--- src/design/acta_pkg.sv ---
// Shared constants, types and tables for the ASCII command interpreter
package acta_pkg;
    // ==========================================================
    // Register map (byte addresses)
    localparam logic [7:0] REG_CMD_DATA = 8'h00;
    localparam logic [7:0] REG_REPLY_DATA = 8'h04;
    localparam logic [7:0] REG_STATUS = 8'h08;
    localparam logic [7:0] REG_CONTROL = 8'h0C;
    localparam int STS_REPLY_VALID = 0;
    localparam int STS_BUSY = 1;
    localparam int STS_NORMALIZE = 2;
    localparam int STS_MEMORY_MODE = 3;
    localparam int STS_OVERFLOW = 4;
    localparam int CTL_ENABLE = 0;
    localparam int REPLY_VALID_BIT = 8;
    localparam logic CONTROL_RESET = 1'b1;
    // ==========================================================
    // Characters and command names (four ASCII bytes)
    localparam logic [7:0] CH_CR = 8'h0D;
    localparam logic [7:0] CH_SEMI = 8'h3B;
    localparam logic [7:0] CH_ZERO = 8'h30;
    localparam logic [7:0] CH_SPACE = 8'h20;
    localparam logic [7:0] CH_ONE = 8'h31;
    localparam logic [7:0] CH_SI = 8'h53;
    localparam logic [7:0] CH_ENG = 8'h45;
    localparam logic [7:0] CH_LOCK = 8'h5A;
    localparam logic [31:0] CMD_STATUS = 32'h53544154;
    localparam logic [31:0] CMD_DECODED_READ = 32'h54454452;
    localparam logic [31:0] CMD_EXTENDED_READ = 32'h4D544544;
    localparam logic [31:0] CMD_RAW_READ = 32'h54454444;
    localparam logic [31:0] CMD_NORMALIZE_ON = 32'h54454431;
    localparam logic [31:0] CMD_NORMALIZE_OFF = 32'h54454430;
    localparam logic [31:0] CMD_USER_WRITE = 32'h54454455;
    localparam logic [31:0] CMD_POSITION_WRITE = 32'h544D4944;
    localparam logic [31:0] CMD_RAW_WRITE = 32'h54454457;
    localparam logic [31:0] CMD_APP_READ = 32'h52444152;
    localparam logic [31:0] CMD_RETURN_ANALOG = 32'h544F4646;
    // ==========================================================
    // Command and sensor-memory layout
    localparam int HEADER_LEN = 9;
    localparam int USER_MAX = 13;
    localparam int RAW_BYTES = 32;
    localparam int APP_BYTES = 8;
    localparam int POS_MAX = 511;
    localparam int POS_ADDR = 17;
    localparam int USER_ADDR = 19;
    localparam logic [2:0] MODE_CHARGE = 3'h0;

    typedef enum logic [2:0] {K_ACK, K_STAT, K_DEC, K_EXT, K_RAW, K_APP} acta_kind_t;

    // Live settings reported by the status command
    typedef struct packed {
        logic [2:0] mode;      // 0 charge, others current excitation levels
        logic [2:0] low_freq;  // 0.2Hz,2Hz,med TC,long TC,S1,S10,D1,D10
        logic [2:0] low_pass;  // 0.1,1,3,10,100 kHz
        logic units_si;
        logic ref_on;
        logic overload;
        logic input_fault;
        logic long_tc_charge;
        logic clamp_held;
    } acta_sts_t;

    // One reply field: start byte, length, text or hex, trailing semicolon
    typedef struct packed {
        logic [5:0] start;
        logic [5:0] len;
        logic asc;
        logic semi;
    } acta_fld_t;

    function automatic acta_fld_t acta_field(input acta_kind_t k, input logic [3:0] f);
        acta_fld_t r;
        r = '{start: 6'h00, len: 6'h01, asc: 1'b0, semi: 1'b1};
        unique case (k)
            K_ACK: r = '{start: 6'h00, len: 6'h01, asc: 1'b1, semi: 1'b0};
            K_STAT: r = '{start: {2'h0, f}, len: 6'h01, asc: 1'b1, semi: 1'b1};
            K_RAW: r = '{start: 6'h00, len: 6'h21, asc: 1'b0, semi: 1'b0};
            K_APP: r = '{start: 6'h00, len: 6'h08, asc: 1'b0, semi: 1'b0};
            K_DEC: begin
                unique case (f)
                    4'h0: r = '{start: 6'h00, len: 6'h02, asc: 1'b0, semi: 1'b1};
                    4'h1: r = '{start: 6'h02, len: 6'h02, asc: 1'b0, semi: 1'b1};
                    4'h2: r.start = 6'h04;
                    4'h3: r.start = 6'h05;
                    4'h4: r = '{start: 6'h06, len: 6'h02, asc: 1'b0, semi: 1'b1};
                    4'h5: r.start = 6'h08;
                    4'h6: r.start = 6'h09;
                    4'h7: r.start = 6'h0A;
                    4'h8: r = '{start: 6'h11, len: 6'h02, asc: 1'b0, semi: 1'b1};
                    default: r = '{start: 6'h13, len: 6'h0D, asc: 1'b1, semi: 1'b1};
                endcase
            end
            K_EXT: r.start = 6'h0B + {2'h0, f};
            default: r = '{start: 6'h00, len: 6'h01, asc: 1'b1, semi: 1'b0};
        endcase
        return r;
    endfunction
endpackage

--- src/design/acta_core.sv ---
// ASCII command interpreter with sensor-memory access behind an AHB-Lite slave
`timescale 1ns/1ps
module acta_core #(
    parameter int CMD_MAX = 73,                  // Longest command body in characters
    parameter logic [23:0] VARIANT_A = 24'h564131, // Arbitrary value
    parameter logic [23:0] VARIANT_B = 24'h564132  // Arbitrary value
) (
    input wire logic CORE_CLK,                   // 100 MHz clock
    input wire logic SYS_RST,                    // Async reset, high
    input wire logic CE,                         // Clock enable
    input wire logic HSEL,                       // AHB select
    input wire logic [7:0] HADDR,                // AHB address
    input wire logic [1:0] HTRANS,               // AHB transfer type
    input wire logic HWRITE,                     // AHB write
    input wire logic [2:0] HSIZE,                // AHB size
    input wire logic [31:0] HWDATA,              // AHB write data
    input wire logic HREADY,                     // AHB bus ready
    output logic [31:0] HRDATA,                  // AHB read data
    output logic HREADYOUT,                      // AHB slave ready
    output logic HRESP,                          // AHB response
    input wire logic [1:0] RACK_ID,              // Own rack position
    input wire logic [2:0] SLOT_ID,              // Own slot position
    input wire logic VARIANT_SEL,                // Own module variant
    input wire acta_pkg::acta_sts_t STATUS_IN,   // Live settings
    input wire logic [63:0] APP_REG,             // Locked application register
    input wire logic [63:0] APP_SCRATCH,         // Application scratchpad
    input wire logic APP_LOCKED,                 // Application register locked
    output logic NORMALIZE_EN,                   // Auto normalization on
    output logic MEMORY_MODE,                    // Sensor-memory mode
    output logic EXCITATION_EN                   // Sensor excitation on
);
    typedef enum {G_IDLE, G_DATA, G_SEMI, G_CR} acta_gen_t;

    function automatic logic [4:0] hex_val(input logic [7:0] c);
        if (c >= 8'h30 && c <= 8'h39) begin
            return {1'b1, c[3:0]};
        end else if (c >= 8'h41 && c <= 8'h46) begin
            return {1'b1, c[3:0] + 4'h9};
        end
        return 5'h00;
    endfunction

    function automatic logic [7:0] hex_chr(input logic [3:0] n);
        return (n < 4'hA) ? {4'h3, n} : {4'h4, n - 4'h9};
    endfunction

    // ==========================================================
    // AHB-Lite slave
    logic [7:0] cmd_buf [CMD_MAX];
    logic [6:0] cmd_cnt;
    logic overflow;
    logic exec;
    logic enable;
    logic [7:0] tx_char;
    logic tx_valid;
    logic wr_pend;
    logic [7:0] wr_addr;
    logic busy;
    logic take;
    acta_gen_t gen;

    assign take = HSEL && HTRANS[1] && HREADY;
    assign busy = exec || (gen != G_IDLE);

    always_ff @(posedge CORE_CLK or posedge SYS_RST) begin
        if (SYS_RST) begin
            HREADYOUT <= 1'b1;
            HRESP <= 1'b0;
            HRDATA <= 32'h00000000;
            wr_pend <= 1'b0;
            wr_addr <= 8'h00;
        end else if (CE) begin
            HREADYOUT <= 1'b1;
            HRESP <= 1'b0;
            wr_pend <= take && HWRITE;
            if (take) begin
                wr_addr <= HADDR;
            end
            HRDATA <= 32'h00000000;
            if (take && !HWRITE) begin
                unique case (HADDR)
                    acta_pkg::REG_REPLY_DATA: HRDATA <= {23'h000000, tx_valid, tx_char};
                    acta_pkg::REG_STATUS: HRDATA <= {27'h0000000, overflow, MEMORY_MODE,
                                                     NORMALIZE_EN, busy, tx_valid};
                    acta_pkg::REG_CONTROL: HRDATA <= {31'h00000000, enable};
                    default: HRDATA <= 32'h00000000;
                endcase
            end
        end
    end

    always_ff @(posedge CORE_CLK or posedge SYS_RST) begin
        if (SYS_RST) begin
            enable <= acta_pkg::CONTROL_RESET;
        end else if (CE && wr_pend && wr_addr == acta_pkg::REG_CONTROL) begin
            enable <= HWDATA[acta_pkg::CTL_ENABLE];
        end
    end

    // ==========================================================
    // Command line assembly; carriage return ends a command
    logic push;
    assign push = wr_pend && wr_addr == acta_pkg::REG_CMD_DATA && enable && !busy;

    always_ff @(posedge CORE_CLK or posedge SYS_RST) begin
        if (SYS_RST) begin
            cmd_cnt <= 7'h00;
            overflow <= 1'b0;
            exec <= 1'b0;
            for (int i = 0; i < CMD_MAX; i++) begin
                cmd_buf[i] <= 8'h00;
            end
        end else if (CE) begin
            exec <= push && HWDATA[7:0] == acta_pkg::CH_CR && !overflow;
            if (exec) begin
                cmd_cnt <= 7'h00;
            end else if (push && HWDATA[7:0] == acta_pkg::CH_CR) begin
                overflow <= 1'b0;
                if (overflow) begin
                    cmd_cnt <= 7'h00;
                end
            end else if (push && cmd_cnt == 7'(CMD_MAX)) begin
                overflow <= 1'b1;
            end else if (push) begin
                cmd_buf[cmd_cnt] <= HWDATA[7:0];
                cmd_cnt <= cmd_cnt + 7'h01;
            end
        end
    end

    // ==========================================================
    // Decode
    logic addressed;
    logic [31:0] name;
    logic [6:0] arg_len;
    logic raw_ok;
    logic pos_ok;
    logic [9:0] pos_val;
    logic [4:0] hv;

    always_comb begin
        addressed = cmd_cnt >= 7'(acta_pkg::HEADER_LEN)
            && cmd_buf[0] == {6'h0C, RACK_ID}
            && cmd_buf[1] == {5'h06, SLOT_ID}
            && {cmd_buf[2], cmd_buf[3], cmd_buf[4]} == (VARIANT_SEL ? VARIANT_B : VARIANT_A);
        name = {cmd_buf[5], cmd_buf[6], cmd_buf[7], cmd_buf[8]};
        arg_len = cmd_cnt - 7'(acta_pkg::HEADER_LEN);
        raw_ok = arg_len == 7'(2 * acta_pkg::RAW_BYTES);
        for (int i = 0; i < 2 * acta_pkg::RAW_BYTES; i++) begin
            hv = hex_val(cmd_buf[acta_pkg::HEADER_LEN + i]);
            raw_ok = raw_ok && hv[4];
        end
        pos_ok = arg_len >= 7'h01 && arg_len <= 7'h03;
        pos_val = 10'h000;
        for (int i = 0; i < 3; i++) begin
            if (7'(i) < arg_len) begin
                hv = hex_val(cmd_buf[acta_pkg::HEADER_LEN + i]);
                pos_ok = pos_ok && hv[4] && hv[3:0] <= 4'h9;
                pos_val = 10'(pos_val * 10'd10) + {6'h00, hv[3:0]};
            end
        end
        pos_ok = pos_ok && pos_val <= 10'(acta_pkg::POS_MAX);
        hv = 5'h00;
    end

    logic run;
    assign run = exec && addressed;

    // ==========================================================
    // Sensor memory contents and writes
    logic [7:0] mem [acta_pkg::RAW_BYTES];
    logic [7:0] checksum;

    always_comb begin
        checksum = 8'h00;
        for (int i = 0; i < acta_pkg::RAW_BYTES; i++) begin
            checksum = checksum + mem[i];
        end
        checksum = 8'h00 - checksum;
    end

    always_ff @(posedge CORE_CLK or posedge SYS_RST) begin
        if (SYS_RST) begin
            for (int i = 0; i < acta_pkg::RAW_BYTES; i++) begin
                mem[i] <= 8'h00;
            end
        end else if (CE && run) begin
            if (name == acta_pkg::CMD_RAW_WRITE && raw_ok) begin
                for (int i = 0; i < acta_pkg::RAW_BYTES; i++) begin
                    mem[i] <= {cmd_buf[acta_pkg::HEADER_LEN + 2 * i][3:0]
                               + (cmd_buf[acta_pkg::HEADER_LEN + 2 * i][6] ? 4'h9 : 4'h0),
                               cmd_buf[acta_pkg::HEADER_LEN + 2 * i + 1][3:0]
                               + (cmd_buf[acta_pkg::HEADER_LEN + 2 * i + 1][6] ? 4'h9 : 4'h0)};
                end
            end
            if (name == acta_pkg::CMD_USER_WRITE && arg_len <= 7'(acta_pkg::USER_MAX)) begin
                for (int i = 0; i < acta_pkg::USER_MAX; i++) begin
                    mem[acta_pkg::USER_ADDR + i] <= (7'(i) < arg_len)
                        ? cmd_buf[acta_pkg::HEADER_LEN + i] : acta_pkg::CH_SPACE;
                end
            end
            if (name == acta_pkg::CMD_POSITION_WRITE && pos_ok) begin
                mem[acta_pkg::POS_ADDR] <= {7'h00, pos_val[8]};
                mem[acta_pkg::POS_ADDR + 1] <= pos_val[7:0];
            end
        end
    end

    // ==========================================================
    // Mode flags
    always_ff @(posedge CORE_CLK or posedge SYS_RST) begin
        if (SYS_RST) begin
            NORMALIZE_EN <= 1'b0;
        end else if (CE && run && name == acta_pkg::CMD_NORMALIZE_ON) begin
            NORMALIZE_EN <= 1'b1;
        end else if (CE && run && name == acta_pkg::CMD_NORMALIZE_OFF) begin
            NORMALIZE_EN <= 1'b0;
        end
    end

    always_ff @(posedge CORE_CLK or posedge SYS_RST) begin
        if (SYS_RST) begin
            MEMORY_MODE <= 1'b0;
            EXCITATION_EN <= 1'b1;
        end else if (CE && run && name == acta_pkg::CMD_APP_READ) begin
            MEMORY_MODE <= 1'b1;
            EXCITATION_EN <= 1'b0;
        end else if (CE && run && name == acta_pkg::CMD_RETURN_ANALOG) begin
            MEMORY_MODE <= 1'b0;
            EXCITATION_EN <= 1'b1;
        end
    end

    // ==========================================================
    // Status snapshot, packed so that absent fields leave no gap
    logic [7:0] stat_next [8];
    logic [3:0] stat_n_next;
    logic [7:0] stat_buf [8];
    logic [3:0] stat_n;

    always_comb begin
        for (int i = 0; i < 8; i++) begin
            stat_next[i] = 8'h00;
        end
        stat_next[0] = {5'h06, STATUS_IN.mode};
        stat_next[1] = {5'h06, STATUS_IN.low_freq};
        stat_next[2] = {5'h06, STATUS_IN.low_pass};
        stat_next[3] = STATUS_IN.units_si ? acta_pkg::CH_SI : acta_pkg::CH_ENG;
        stat_next[4] = {7'h18, STATUS_IN.ref_on};
        stat_next[5] = {7'h18, STATUS_IN.overload};
        stat_n_next = 4'h6;
        if (STATUS_IN.mode != acta_pkg::MODE_CHARGE) begin
            stat_next[6] = {7'h18, STATUS_IN.input_fault};
            stat_n_next = 4'h7;
        end
        if (STATUS_IN.long_tc_charge && STATUS_IN.clamp_held) begin
            stat_next[stat_n_next[2:0]] = acta_pkg::CH_LOCK;
            stat_n_next = stat_n_next + 4'h1;
        end
    end

    always_ff @(posedge CORE_CLK or posedge SYS_RST) begin
        if (SYS_RST) begin
            stat_n <= 4'h0;
            for (int i = 0; i < 8; i++) begin
                stat_buf[i] <= 8'h00;
            end
        end else if (CE && run && name == acta_pkg::CMD_STATUS) begin
            stat_n <= stat_n_next;
            stat_buf <= stat_next;
        end
    end

    // ==========================================================
    // Reply generator
    acta_pkg::acta_kind_t kind;
    acta_pkg::acta_kind_t next_kind;
    logic reply;
    logic [3:0] fld;
    logic [5:0] pos;
    logic nib;
    logic [3:0] nfld;
    acta_pkg::acta_fld_t fi;
    logic [5:0] addr;
    logic [7:0] src;
    logic [7:0] chr;

    always_comb begin
        reply = 1'b1;
        next_kind = acta_pkg::K_ACK;
        unique case (name)
            acta_pkg::CMD_STATUS: next_kind = acta_pkg::K_STAT;
            acta_pkg::CMD_DECODED_READ: next_kind = acta_pkg::K_DEC;
            acta_pkg::CMD_EXTENDED_READ: next_kind = acta_pkg::K_EXT;
            acta_pkg::CMD_RAW_READ: next_kind = acta_pkg::K_RAW;
            acta_pkg::CMD_APP_READ: next_kind = acta_pkg::K_APP;
            acta_pkg::CMD_NORMALIZE_ON, acta_pkg::CMD_NORMALIZE_OFF, acta_pkg::CMD_USER_WRITE,
            acta_pkg::CMD_POSITION_WRITE, acta_pkg::CMD_RAW_WRITE,
            acta_pkg::CMD_RETURN_ANALOG: next_kind = acta_pkg::K_ACK;
            default: reply = 1'b0;
        endcase
    end

    always_comb begin
        unique case (kind)
            acta_pkg::K_STAT: nfld = stat_n;
            acta_pkg::K_DEC: nfld = 4'hA;
            acta_pkg::K_EXT: nfld = 4'h6;
            default: nfld = 4'h1;
        endcase
        fi = acta_pkg::acta_field(kind, fld);
        addr = fi.start + pos;
        unique case (kind)
            acta_pkg::K_ACK: src = acta_pkg::CH_ZERO;
            acta_pkg::K_STAT: src = stat_buf[addr[2:0]];
            acta_pkg::K_APP: src = APP_LOCKED ? APP_REG[8 * (7 - addr[2:0]) +: 8]
                                              : APP_SCRATCH[8 * (7 - addr[2:0]) +: 8];
            acta_pkg::K_RAW: src = (addr == 6'h00) ? checksum : mem[5'(addr - 6'h01)];
            default: src = mem[addr[4:0]];
        endcase
        chr = fi.asc ? src : hex_chr(nib ? src[3:0] : src[7:4]);
    end

    always_ff @(posedge CORE_CLK or posedge SYS_RST) begin
        if (SYS_RST) begin
            gen <= G_IDLE;
            kind <= acta_pkg::K_ACK;
            fld <= 4'h0;
            pos <= 6'h00;
            nib <= 1'b0;
            tx_valid <= 1'b0;
            tx_char <= 8'h00;
        end else if (CE) begin
            if (take && !HWRITE && HADDR == acta_pkg::REG_REPLY_DATA) begin
                tx_valid <= 1'b0;
            end
            if (run && reply) begin
                gen <= G_DATA;
                kind <= next_kind;
                fld <= 4'h0;
                pos <= 6'h00;
                nib <= 1'b0;
            end else if (gen != G_IDLE && !tx_valid) begin
                tx_valid <= 1'b1;
                unique case (gen)
                    G_DATA: begin
                        tx_char <= chr;
                        nib <= !nib && !fi.asc;
                        if ((fi.asc || nib) && pos == fi.len - 6'h01) begin
                            pos <= 6'h00;
                            if (fi.semi) begin
                                gen <= G_SEMI;
                            end else if (fld == nfld - 4'h1) begin
                                gen <= G_CR;
                            end else begin
                                fld <= fld + 4'h1;
                            end
                        end else if (fi.asc || nib) begin
                            pos <= pos + 6'h01;
                        end
                    end
                    G_SEMI: begin
                        tx_char <= acta_pkg::CH_SEMI;
                        if (fld == nfld - 4'h1) begin
                            gen <= G_CR;
                        end else begin
                            fld <= fld + 4'h1;
                            gen <= G_DATA;
                        end
                    end
                    G_CR: begin
                        tx_char <= acta_pkg::CH_CR;
                        gen <= G_IDLE;
                    end
                    default: gen <= G_IDLE;
                endcase
            end
        end
    end
endmodule

--- config.mk ---
export PLATFORM = sky130hd
export DESIGN_NAME = acta_core
export DESIGN_NICKNAME = d
export VERILOG_FILES = /design/src/design/acta_pkg.sv /design/src/design/acta_core.sv
export SDC_FILE = /design/constraint.sdc
export NUM_CORES = 2
export LEC_CHECK = 0
export BUFFER_PORTS_ARGS = -buffer_cell sky130_fd_sc_hd__buf_2
export CAP_MARGIN = 30
export CORE_UTILIZATION = 55
export CTS_BUF_LIST = sky130_fd_sc_hd__clkbuf_2 sky130_fd_sc_hd__clkbuf_4 sky130_fd_sc_hd__clkbuf_8
export DETAILED_ROUTE_END_ITERATION = 7
export HOLD_SLACK_MARGIN = 0.02
export PLACE_DENSITY = 0.82
export SLEW_MARGIN = 20
export SYNTH_ARGS = -nofsm -noshare
export SYNTH_HDL_FRONTEND = slang
export SYNTH_SLANG_ARGS = --single-unit
--- constraint.sdc ---
create_clock -name CORE_CLK -period 42.6 [get_ports CORE_CLK]
set_input_delay 2.13 -clock CORE_CLK [delete_from_list [all_inputs] [get_ports CORE_CLK]]
set_output_delay 2.13 -clock CORE_CLK [all_outputs]
set_load 0.02 [all_outputs]
==> flow_summary_export.csv <==
group,metric,value,unit
layout,fin_nets,6169,
layout,area_growth,10.3,%
cts,clockRootBuffer,"clkbuf_8",
cts,path_clk_slew,0.06,ns
critical_path,r2r_slack,33.87,ns
hold_path,min-delay-start,"wr_addr[6]",
floorplan,die_h,328,um
hold_path,min_to,"wr_addr[6]",
timing,finalCritPeriodShare,0.205,
critical_path,critPathArrivalTime,9.56,ns
critical_path,critPathLaunchType,"register",
logic_synthesis,ys_types,100,
layout,fin_util,0.612,
timing,period_needed,8.73,ns
timing,worst_pin_slew,1.34,ns
grt,grt_use_met3,0.153,
routing,vias_per_cell,6.77,
grt,grt-ovfl-total,0,
logic_synthesis,syn_avg_cell_area,10.9,um^2
routing,drc,0,
cts,cts_hold_buffers,0,
pwr,switchingPower,859,uW
cts,cts_max_level,4,
job,maxCapViolations,0,
critical_path,required,43.43,ns
pwr,p_leak,0.0310,uW
grt,antenna_found_initial,18,
routing,drt_pre_antenna_iters,8,
pwr,powerDensity,38.2,nW/um^2
critical_path,worstReg2RegStart,"mem[115]",
timing,fin_setup_tns,0,ns
cts,clkSinkCount,917,
cts,cts_tree,"built",
floorplan,dieArea,108000,um^2
routing,detail_route.iter0.violations,6798,
floorplan,die_w,328,um
floorplan,num_rows,119,
hold_path,hp-class,"reg -> reg",
grt,grt_usage,0.408,
cts,clk_latency,0.93,ns
logic_synthesis,netlist_area,58400,um^2
timing,grt_setup_unrepaired,"false",
timing,drv_slew,0,
routing,vias,48000,
pwr,power.sequential.fraction,0.360,
floorplan,core,105000,um^2
logic_synthesis,ys_seq_elements,917,
grt,use_met2,0.580,
critical_path,path_class,"reg -> reg",
cts,numCtsBuffers,158,
logic_synthesis,yosys_warnings,0,
place,portBuffers,184,
critical_path,path_max_fanout,5,
timing,final-setup-viol-count,0,
routing,wirelength,221,mm
place,dp_hpwl,166,mm
pwr,intPower,1600,uW
cts,clockBufferDepth,3,
critical_path,r2r-end,"tx_char[0]",
timing,skew,0.0653,ns
critical_path,endpoint_kind,"register",
pwr,ir_drop,0.0696,mV
grt,grt_pass1_vias,45800,
critical_path,rr_worst_depth,25,
layout,fill_cells,8335,
hold_path,whs_path_depth,2,
routing,post_drt_wl_per_cell,31.1,um
pwr,switching_share,0.349,
layout,layout-drive-gt1-share,0.250,
place,gp_congestion,1.15,
run_status,run_status,"finished, final reports clean",
floorplan,pin_count,238,
routing,antenna_left,0,
logic_synthesis,synthFlopType,"dfrtp_1",
grt,grt.busiest_layer,"met2",
floorplan,initial_utilization,0.555,
logic_synthesis,synthArstFlopShare,1.00,
pwr,power.share.clock,0.367,
logic_synthesis,synth-edff-count,0,
logic_synthesis,synth_top_cell_by_area,"dfrtp_1",
grt,use_met1,0.511,
logic_synthesis,synth_cells,5381,
logic_synthesis,synth_top_area_share,0.392,
grt,grt_max_degree,189,
cts,cts-resized-gates,0,
timing,fmax,115,MHz
grt,grt_pass1_wl,314,mm
logic_synthesis,ys_seq_area_frac,0.393,
pwr,p_comb_frac,0.272,
place,place_area,60700,um^2
layout,final_cell_area,64500,um^2
cts,cts_setup_buffers,0,
logic_synthesis,ys_top_cells_by_area,"dfrtp_1 (39%), mux2_2 (13%), fa_1 (6.4%), mux4_2 (5.2%), ha_1 (4.6%)",
timing,slew_headroom,0.107,
timing,hold_viol_final,0,
[sequential cells by signal (all words and copies together), names as in the netlist, 2 cells and up]
name / flops
cmd_buf: 584
mem: 256
stat_buf: 19
HRDATA: 9
tx_char: 8
wr_addr: 8
cmd_cnt: 7
pos: 6
fld: 4
kind: 3
gen: 2
stat_n: 2
[routing by layer]
metal,vias up,wire length [um]
met5,-,120
met4,10,19800
met3,918,29900
met2,3344,91700
met1,24000,79200
li1,19800,-
[through the flow]
| step | total power [uW] | instances | setup slack [ns] | hold slack (ns) |
|---|---|---|---|---|
| after floorplan | 1320 | 5404 | 14.69 | 0.445 |
| after global placement | 1520 | 6762 | 34.06 | 0.464 |
| after detailed placement | 1530 | 6778 | 33.95 | 0.468 |
| after CTS | 2420 | 7060 | 33.91 | 0.481 |
| after global routing | 2510 | 7082 | 33.59 | 0.503 |
| final | 2460 | 7091 | 33.87 | 0.477 |
[power by group through the flow]
stage	clock network (uW)	registers [uW]	logic [uW]
floorplan	0	899	419
global placement	0	902	618
detailed placement	0	902	626
CTS	905	886	629
global route	941	887	682
finish	904	887	670
[kinds of logic after synthesis]
logic type / after synthesis / share of synthesized area
and+or+nand+nor: 1364 / 0.116
DFF: 917 / 0.393
AOI/OAI and AO/OA: 890 / 0.100
muxes: 839 / 0.187
buffers and inverters: 656 / 0.0463
adders and majority gates: 403 / 0.110
xor gates and xnor gates: 310 / 0.0472
other: 2 / 0.000129
[cell usage in the layout, fill, tap and decap left out, types with 73 or more instances in the layout]
cell      instances
dfrtp_1         915
mux2_2          654
nand2_1         488
inv_1           366
o21ai_0         254
xnor2_1         237
ha_1            213
clkbuf_8        203
buf_2           198
a21oi_1         195
fa_1            187
nor2_1          170
mux4_2          135
nand3_1         132
nor3_1          127
and3_1           93
nor4_1           79
nand4_1          75
buf_4            73
[synthesized netlist by cell type (133+ instances only)]
cell type and number:
inv_1 367, mux4_2 135, a21oi_1 195, fa_1 188
o21ai_0 254, ha_1 215, nand2_1 488, dfrtp_1 915
nor2_1 173, xnor2_1 238, nand3_1 133, mux2_2 654
clkbuf_1 166
[worst max-delay path by stage]
stage,from,endpoint,slack (ns),cells past startpoint
finish,mem[115],tx_char[0],33.87,25
CTS,mem[115],tx_char[0],33.91,25
global route,mem[130],tx_char[0],33.59,25
detailed placement,mem[115],tx_char[0],33.95,25
floorplan,SYS_RST,HRDATA[0],14.69,1
global placement,mem[130],tx_char[0],34.06,25
[critical path, cell delays in order (launching register included)]
cell and delay, ns:
dfrtp_1 0.43, inv_1 0.10, fa_1 0.62, fa_1 0.50, fa_1 0.57, inv_1 0.06
fa_1 0.51, inv_1 0.05, fa_1 0.46, fa_1 0.52, fa_1 0.52, fa_1 0.49
ha_1 0.24, fa_1 0.42, a21o_1 0.20, a21oi_1 0.30, xnor2_1 0.18, xnor2_1 0.14
xnor3_1 0.42, xnor2_1 0.34, o21ai_0 0.17, a211oi_1 0.44, nor2_1 0.18, or4_1 0.49
a21oi_1 0.16, o32a_1 0.17
[cell type report]
type                       instances  area [um^2]  share of cell area
multi-input combinational       3831        33000               0.512
sequential                       917        22900               0.356
clock buffer                     249         3140              0.0487
timing repair buffer             287         1780              0.0277
tap                             1391         1740              0.0270
inverter                         370         1400              0.0217
clock inverter                    33          409             0.00635
antenna                           13         32.5            0.000505
Power figures use the tool's default switching activity.
